File: config.mk
export PLATFORM = sky130hd
export DESIGN_NAME = irq_mask_polarity_debounce
export DESIGN_NICKNAME = d
export VERILOG_FILES = /design/src/irq_cfg_pkg.sv /design/src/glitch_filter.sv /design/src/irq_mask_polarity_debounce.sv
export SDC_FILE = /design/constraint.sdc
export NUM_CORES = 1
export LEC_CHECK = 0
export BUFFER_PORTS_ARGS = -buffer_cell sky130_fd_sc_hd__buf_2
export CAP_MARGIN = 30
export CORE_MARGIN = 2
export CORE_UTILIZATION = 50
export CTS_CLUSTER_DIAMETER = 50
export DETAILED_ROUTE_END_ITERATION = 10
export PLACE_DENSITY = 0.79
export SLEW_MARGIN = 20
export SYNTH_ARGS = -nofsm -noshare
export SYNTH_HDL_FRONTEND = slang
export SYNTH_SLANG_ARGS = --single-unit
export TNS_END_PERCENT = 5
File: constraint.sdc
create_clock -name clk -period 2.1 [get_ports clk]
set_input_delay 0.105 -clock clk [delete_from_list [all_inputs] [get_ports clk]]
set_output_delay 0.105 -clock clk [all_outputs]
set_load 0.01 [all_outputs]
File: src/irq_cfg_pkg.sv
// constants for the interrupt source conditioning block
// assumes a 16-bit register word and ten interrupt sources
package irq_cfg_pkg;
    localparam int num_sources = 10;
    localparam int reg_width = 16;
    localparam int addr_width = 8;
    // ==========================================================
    // register offsets
    localparam logic [7:0] status_addr = 8'h7f;
    localparam logic [7:0] mask_addr = 8'h80;
    localparam logic [7:0] polarity_addr = 8'h81;
    localparam logic [7:0] debounce_addr = 8'h82;
    // ==========================================================
    // bit positions shared by status, mask, polarity and debounce; combined_irq_bit exists in status only
    localparam int bias_detect_bit = 0;
    localparam int bias_short_bit = 1;
    localparam int loop_lock_bit = 2;
    localparam int left_input_pin_bit = 3;
    localparam int right_input_pin_bit = 4;
    localparam int pin1_bit = 5;
    localparam int pin2_bit = 6;
    localparam int pin3_bit = 7;
    localparam int sequencer_bit = 8;
    localparam int pin4_bit = 9;
    localparam int combined_irq_bit = 10;
    // ==========================================================
    // reset values
    localparam logic [9:0] mask_reset = 10'h3ff;
    localparam logic [9:0] polarity_reset = 10'h000;
    localparam logic [9:0] debounce_reset = 10'h000;
    localparam logic [9:0] status_reset = 10'h000;
    // ==========================================================
    // glitch filter length in system clock samples
    localparam int filter_len_default = 8;
endpackage : irq_cfg_pkg

File: src/glitch_filter.sv
// glitch filter for one interrupt source
// assumes a synchronised input on the same clock
`timescale 1ns/1ns
module glitch_filter #(
    parameter int filter_len = irq_cfg_pkg::filter_len_default
) (
    input wire logic clk,
    input wire logic rst,
    input wire logic level_in,
    output logic level_out
);
    localparam int cw = $clog2(filter_len + 1);
    localparam logic [cw-1:0] last_count = cw'(filter_len - 1);

    // elaboration check: one sample cannot tell a spike from a level
    if (filter_len < 2) begin : g_len_check
        $error("filter_len must be at least 2");
    end

    logic [cw-1:0] count;
    logic [cw-1:0] next_count;
    logic next_level_out;

    // ==========================================================
    // stability counter
    always_comb begin
        next_count = '0;
        next_level_out = level_out;
        if (level_in != level_out) begin
            if (count == last_count) begin
                next_level_out = level_in;
            end else begin
                next_count = count + cw'(1);
            end
        end
        // a spike that returns before the count expires resets it
    end

    always_ff @(posedge clk) begin
        if (rst) begin
            count <= '0;
            level_out <= 1'b0;
        end else begin
            count <= next_count;
            level_out <= next_level_out;
        end
    end
endmodule : glitch_filter

File: src/irq_mask_polarity_debounce.sv
// interrupt source conditioning: polarity, filter, latch, mask, combined output
// assumes a simple register port from the control interface on the same clock
//
// How it works
// - a mask bit of 1 keeps its source off the combined output.
// - all ten mask bits reset to 1.
// - mask, polarity, debounce share one layout, pin4 bit 9 to detect bit 0.
// - polarity 0 triggers high, 1 triggers low, applied before the status flag.
// - sequencer source fires while busy, or while idle when inverted.
// - lock source fires on lock, or while unlocked when inverted.
// - all polarity bits reset to 0.
// - debounce bit 1 routes source through the filter; resets to 0.
// - status flags latch, clear on written 1, unchanged on written 0.
// - combined output is OR of unmasked latched flags.
// - masked sources still latch and read back their status.
// - with debounce on, short spikes never reach status or output.
`timescale 1ns/1ns
module irq_mask_polarity_debounce #(
    parameter int filter_len = irq_cfg_pkg::filter_len_default
) (
    input wire logic clk,
    input wire logic rst,
    input wire logic pin1_in,
    input wire logic pin2_in,
    input wire logic pin3_in,
    input wire logic pin4_in,
    input wire logic left_input_pin_in,
    input wire logic right_input_pin_in,
    input wire logic sequencer_busy,
    input wire logic loop_locked,
    input wire logic bias_short,
    input wire logic bias_detect,
    input wire logic reg_wr,
    input wire logic reg_rd,
    input wire logic [7:0] reg_addr,
    input wire logic [15:0] reg_wdata,
    output logic [15:0] reg_rdata,
    output logic reg_rvalid,
    output logic irq
);
    localparam int n = irq_cfg_pkg::num_sources;

    // elaboration check: the filter counter needs at least two samples to
    // tell a spike from a level
    if (filter_len < 2) begin : g_len_check
        $error("filter_len must be at least 2");
    end

    // ==========================================================
    // gather sources in register bit order
    logic [n-1:0] raw;

    always_comb begin
        raw = '0;
        raw[irq_cfg_pkg::pin4_bit] = pin4_in;
        raw[irq_cfg_pkg::sequencer_bit] = sequencer_busy;
        raw[irq_cfg_pkg::pin3_bit] = pin3_in;
        raw[irq_cfg_pkg::pin2_bit] = pin2_in;
        raw[irq_cfg_pkg::pin1_bit] = pin1_in;
        raw[irq_cfg_pkg::right_input_pin_bit] = right_input_pin_in;
        raw[irq_cfg_pkg::left_input_pin_bit] = left_input_pin_in;
        raw[irq_cfg_pkg::loop_lock_bit] = loop_locked;
        raw[irq_cfg_pkg::bias_short_bit] = bias_short;
        raw[irq_cfg_pkg::bias_detect_bit] = bias_detect;
    end

    // ==========================================================
    // three-stage synchroniser; level accepted when stages two and three agree
    // internal sources take the same path: a few cycles of latency, one timing rule
    logic [n-1:0] sync1;
    logic [n-1:0] sync2;
    logic [n-1:0] sync3;
    logic [n-1:0] level;
    logic [n-1:0] next_level;

    always_comb begin
        next_level = level;
        for (int i = 0; i < n; i++) begin
            if (sync2[i] == sync3[i]) begin
                next_level[i] = sync3[i];
            end
        end
    end

    always_ff @(posedge clk) begin
        if (rst) begin
            sync1 <= '0;
            sync2 <= '0;
            sync3 <= '0;
            level <= '0;
        end else begin
            sync1 <= raw;
            sync2 <= sync1;
            sync3 <= sync2;
            level <= next_level;
        end
    end

    // ==========================================================
    // configuration and status registers
    logic [n-1:0] mask;
    logic [n-1:0] polarity;
    logic [n-1:0] debounce;
    logic [n-1:0] status;
    logic [n-1:0] next_mask;
    logic [n-1:0] next_polarity;
    logic [n-1:0] next_debounce;
    logic [n-1:0] next_status;
    logic [15:0] next_reg_rdata;
    logic next_reg_rvalid;
    logic next_irq;

    // ==========================================================
    // polarity before the filter, so the filter judges the trigger level
    logic [n-1:0] active;
    logic [n-1:0] filtered;
    logic [n-1:0] conditioned;

    assign active = level ^ polarity;

    genvar g;
    generate
        for (g = 0; g < n; g++) begin : g_filter
            glitch_filter #(
                .filter_len(filter_len)
            ) u_filter (
                .clk(clk),
                .rst(rst),
                .level_in(active[g]),
                .level_out(filtered[g])
            );
            // filter keeps running while bypassed so enabling it never glitches
            assign conditioned[g] = debounce[g] ? filtered[g] : active[g];
        end
    endgenerate

    function automatic logic [15:0] read_word(
        input logic [7:0] addr,
        input logic [n-1:0] st,
        input logic [n-1:0] mk,
        input logic [n-1:0] pl,
        input logic [n-1:0] db,
        input logic ir
    );
        logic [15:0] w;
        w = '0;
        case (addr)
            irq_cfg_pkg::status_addr: begin
                w[n-1:0] = st;
                w[irq_cfg_pkg::combined_irq_bit] = ir;
            end
            irq_cfg_pkg::mask_addr: begin
                w[n-1:0] = mk;
            end
            irq_cfg_pkg::polarity_addr: begin
                w[n-1:0] = pl;
            end
            irq_cfg_pkg::debounce_addr: begin
                w[n-1:0] = db;
            end
            default: begin
                w = '0;
            end
        endcase
        return w;
    endfunction : read_word

    always_comb begin
        next_mask = mask;
        next_polarity = polarity;
        next_debounce = debounce;
        next_status = status;
        if (reg_wr) begin
            case (reg_addr)
                irq_cfg_pkg::mask_addr: begin
                    next_mask = reg_wdata[n-1:0];
                end
                irq_cfg_pkg::polarity_addr: begin
                    next_polarity = reg_wdata[n-1:0];
                end
                irq_cfg_pkg::debounce_addr: begin
                    next_debounce = reg_wdata[n-1:0];
                end
                irq_cfg_pkg::status_addr: begin
                    next_status = status & ~reg_wdata[n-1:0];
                end
                default: begin
                    next_status = status;
                end
            endcase
        end
        // set wins over a clear in the same cycle; masking does not stop latching
        next_status = next_status | conditioned;
        next_irq = |(next_status & ~next_mask);
        next_reg_rvalid = reg_rd;
        next_reg_rdata = reg_rdata;
        if (reg_rd) begin
            next_reg_rdata = read_word(reg_addr, status, mask, polarity, debounce, irq);
        end
    end

    always_ff @(posedge clk) begin
        if (rst) begin
            mask <= irq_cfg_pkg::mask_reset;
            polarity <= irq_cfg_pkg::polarity_reset;
            debounce <= irq_cfg_pkg::debounce_reset;
            status <= irq_cfg_pkg::status_reset;
            irq <= 1'b0;
            reg_rdata <= 16'h0000;
            reg_rvalid <= 1'b0;
        end else begin
            mask <= next_mask;
            polarity <= next_polarity;
            debounce <= next_debounce;
            status <= next_status;
            irq <= next_irq;
            reg_rdata <= next_reg_rdata;
            reg_rvalid <= next_reg_rvalid;
        end
    end
endmodule : irq_mask_polarity_debounce

# Yosys cells after proc, flatten, opt, wreduce, memory -nomap -nowiden
# Index checks and enable logic that the tools add are counted.
# op_classes
bitwise_logic	16
reduce_logical	23
add_sub_neg	10
eq_ne	34
muxes	16
# ops
cell	n
$add A4 B1 Y4 const B	10
$eq A4 B3 Y1 const B	10
$mux W10	4
$pmux W10 S4	1
$reduce_or A3 Y1	10
$eq A8 B8 Y1 const B	3
$reduce_and A2 Y1	12
$and A10 B10 Y10	2
$not A10 Y10	2
$mux W1	11
$eq A1 B1 Y1	10
$ne A1 B1 Y1	10
$not A1 Y1	10
$or A10 B10 Y10	1
$reduce_or A10 Y1	1
$xor A10 B10 Y10	1
$eq A8 B7 Y1 const B	1
# word_totals
out_inout_bits	18
reg_bits	143

# Depth between registers and ports, before layout
# depth
depth_word	7
depth_mapped	8
ltp_nobuf	5

# By module
# A second synthesis with hierarchy kept.
# unflattened
cells_unflattened	600
hier_area_um2	5680.4
# modules_own_cells
mod	cells_each	area_each_um2	n_inst	seq_area_each_um2
irq_mask_polarity_debounce	410	3716.1	1	1861.8
glitch_filter	19	196.4	10	100.1

# Worst setup path before layout
# OpenSTA, ideal clock, no wires.
# synth_path
kind	input -> register
from	in reg_addr[3]
to	reg irq
arrival_time_ns	1.906
cell_stages	7
setup_time_ns	0.140
setup_slack_ns	0.055
required_time_ns	1.960
n_path_buf	2
path_cell_list	or4_1 > buf_2 > or3_1 > buf_2 > mux2i_1 > a2111oi_0 > a41oi_1
# synth_via
elab_chain_cells	6
word_cells_on_any_way	10
# synth_lines
item	line_no	rtl
start: declaration	irq_mask_polarity_debounce.sv:35	input wire logic [7:0] reg_addr,
$eq A8 B7 Y1 or $eq A8 B8 Y1 (tied branches)	irq_mask_polarity_debounce.sv:174	case (reg_addr)
$mux W10	irq_mask_polarity_debounce.sv:174	
$mux W10	irq_mask_polarity_debounce.sv:173	if (reg_wr) begin
$or A10 B10 Y10 or $not A10 Y10 (tied branches)	irq_mask_polarity_debounce.sv:193, irq_mask_polarity_debounce.sv:194	
$and A10 B10 Y10 (*)	irq_mask_polarity_debounce.sv:194	next_irq = |(next_status & ~next_mask);
$reduce_or A10 Y1 (*)	irq_mask_polarity_debounce.sv:194	
end signal: assignment	irq_mask_polarity_debounce.sv:216	irq <= next_irq;
end: declaration	irq_mask_polarity_debounce.sv:39	output logic irq
# Every way passes the cells marked *; elsewhere a longest branch is shown, timed or not.
# A chain may end at the register's enable or synchronous reset.

# Worst setup path in the final report
# Ends and elaborated chain as after synthesis.

==> metrics.yaml <==
logic_synthesis:
  ys_seq_area_share_pct: 51.2
  synth_xor_area_share_pct: 6.27
  synth_mux_area_share_pct: 2.51
  netlist_area_sq_um: 5590
  yosys.area_share.simple_pct: 20.8
  synth_top_family_by_area: "simple AND/OR/NAND/NOR gates"
  yosys.cell_types.count: 46
  synth-edff-count: 0
  synth_ff_type: "dfxtp_1"
  synth-seq-cells: 143
  async_flop_share_pct: 0
  synth_compound_area_share_pct: 12.9
  syn_inst: 604
  yosys_warnings: 0
  syn_area_per_cell_sq_um: 9.26
  synth_adder_area_share_pct: 2.24
clock_network:
  post-cts-setup-buffer-count: 0
  clk_pin_slew_ps: 60
  clk-insertion-delay-late_ps: 520
  cts-htree-levels: 4
  cts_buffers: 17
  clock_sinks: 143
  clockBufferDepth: 2
  root_buffer: "clkbuf_8"
  cts_tree: "yes"
drt:
  vias: 4517
  wl_um: 12400
  dr.pass1.iters: 5
  drc_errors: 0
  drt-initial-drc-count: 260
  avgViaCountPerCell: 5.36
  ant_nets: 0
  wl_per_cell_um: 14.7
global_routing:
  met2_usage_pct: 37.3
  top_usage_layer: "met2"
  grt.met1_usage_pct: 25.0
  use_met3_pct: 7.05
  grt_max_degree: 84
  grt_use_total_pct: 21.8
  grt_pass1_wl_um: 20100
  grt_overflow: 0
  grt_pass1_vias: 4419
  grt_antenna_before_repair: 0
timing:
  setup_viol: 0
  max_clock_freq_mhz: 523
  worst_slew_pin_slew_ps: 833
  layout_min_cycle_time_ps: 1910
  hold_violations: 0
  slew_violations: 0
  layout_setup_ws_ps: 187
  rsz0062_at_grt: "no"
  skew_ps: 5.74
  period_share_pct: 91.1
  hold_slack_ps: 88.5
  slew_headroom_pct: 44.5
status:
  status: "complete, no violations"
final_layout:
  most-common-layout-cells: "dfxtp_1 (143), nand2_1 (69), nor2_1 (57)"
  utilization_pct: 64.0
  final_common_cell: "dfxtp_1"
  drive_gt1_share_pct: 15.4
  num-nets-final: 737
  syn2layout_area_growth_pct: 24.6
  antennaDiodeCount: 0
setup_path:
  ff2ff_setup_slack_ps: 230
  crit_top_cell: "buf_4"
  worstPathArrival_ps: 2270
  crit_chain: "buf_2, or4_1, buf_4, nor4_1, a221oi_1, a2111oi_2, buf_4, a41oi_1"
  path_buf_inv: 3
  slowest_stage: "or4_1"
  worst_setup_path_end_kind: "register"
  crit_family: "simple AND/OR/NAND/NOR gates"
  critical_path_class: "in -> reg"
  critPathMaxFanout: 4
  required_ps: 2460
  crit_path_start_kind: "input port"
  cpPeakStageDelay_ps: 590
placed_design:
  portBuffers: 44
  dp_slack_ps: -473
  hpwl_um: 8280
  gp_congestion: 0.856
die:
  rows: 38
  fp.dieW_um: 110
  io_pins: 56
  die_y_um: 110
  floorplan.initialDensity_pct: 51.3
  die-area_sq_um: 12000
  fp.coreArea_sq_um: 10900
pwr:
  power_per_cell_area_nw_per_um2: 907
  p_leak_nw: 2.63
  vdd_drop_max_mv: 0.762
worst_hold_path:
  hold_class: "in -> reg"
flow_run:
  drv_cap: 0
## tightest hold or removal path: cells and delay by family
family | cells | cell delay [ps]
AOI/OAI and AO/OA | 1 | 50
buffers and inverters | 2 | 310
and+or+nand+nor | 1 | 100
## sequential cells by signal (all words and copies together) (netlist names)
name                         flops
g_filter.u_filter.count         40
reg_rdata                       11
debounce                        10
g_filter.u_filter.level_out     10
level                           10
mask                            10
polarity                        10
status                          10
sync1                           10
sync2                           10
sync3                           10
irq                              1
reg_rvalid                       1
## cell type report
cell class / instances / area (sq um)
Fill cell: 873 / 3920
Clock inverter: 15 / 258
Sequential cell: 143 / 2860
Timing Repair Buffer: 91 / 641
Multi-Input combinational cell: 413 / 2530
Clock buffer: 17 / 414
Inverter: 23 / 86.3
Tap cell: 140 / 175
## power breakdown
| group | internal, W | total [W] | switching [W] | leakage [nW] |
|---|---|---|---|---|
| clock | 0.00219 | 0.00338 | 0.00119 | 0.317 |
| sequential | 0.00274 | 0.00275 | 0.0000111 | 1.16 |
| combinational | 0.0000867 | 0.000188 | 0.000101 | 1.16 |
## cells by family (layout without fill, tap and decap cells)
logic type | Yosys count | in the layout
buffers and inverters | 52 | 146
flip-flops | 143 | 143
AO/OA/AOI/OAI | 108 | 108
AND/OR/NAND/NOR | 236 | 236
adder cells (fa/ha/maj) | 10 | 10
XOR/XNOR | 40 | 40
other | 1 | 5
multiplexers | 14 | 14
## path summary, 6_finish.rpt
| check | cells after the start | from | end |
|---|---|---|---|
| hold / removal | 4 | reg_wr | polarity[5]$_SDFFE_PP0P_ |
| hold reg to reg | 1 | sync1[0]$_SDFF_PP0_ | sync2[0]$_SDFF_PP0_ |
| setup / recovery | 8 | reg_addr[3] | irq$_SDFF_PP0_ |
| setup reg to reg | 6 | level[5]$_SDFFE_PP0N_ | irq$_SDFF_PP0_ |
## cell usage after synthesis, drive strengths merged (12+ instances only)
cell / count / area [sq um]
mux2i: 14 / 140
nand3: 21 / 105
a21oi: 44 / 220
xnor2: 20 / 175
o21ai: 12 / 60.1
nor2b: 38 / 238
nor2: 57 / 214
nand2: 69 / 259
or3: 12 / 75.1
dfxtp: 143 / 2860
nand2b: 20 / 125
xor2: 20 / 175
inv: 23 / 86.3
clkbuf: 18 / 67.6
## per-stage QoR
stage	TNS (ps)	area [sq um]	instances	power, W
2_1_floorplan	0	5610	608	0.00290
3_3_place_gp	-309	6080	789	0.00296
3_5_place_dp	-473	6080	789	0.00297
4_1_cts	0	6960	842	0.00637
5_1_grt	0	6960	842	0.00651
6_report	0	6960	842	0.00632
## layer usage
layer / vias up / part of all wire (%)
li1: 2218 / -
met1: 2112 / 42
met2: 162 / 50
met3: 25 / 6.3
met4: 0 / 2.2
met5: - / 0
## timing repair
| action | in CTS | in global routing |
|---|---|---|
| hold buffers | 21 | 0 |
| resized for setup | 0 | 2 |
| endpoints found under the hold margin | 39 | 0 |
| endpoints found under the setup margin | 0 | 1 |
(Power assumes the default switching activity.)
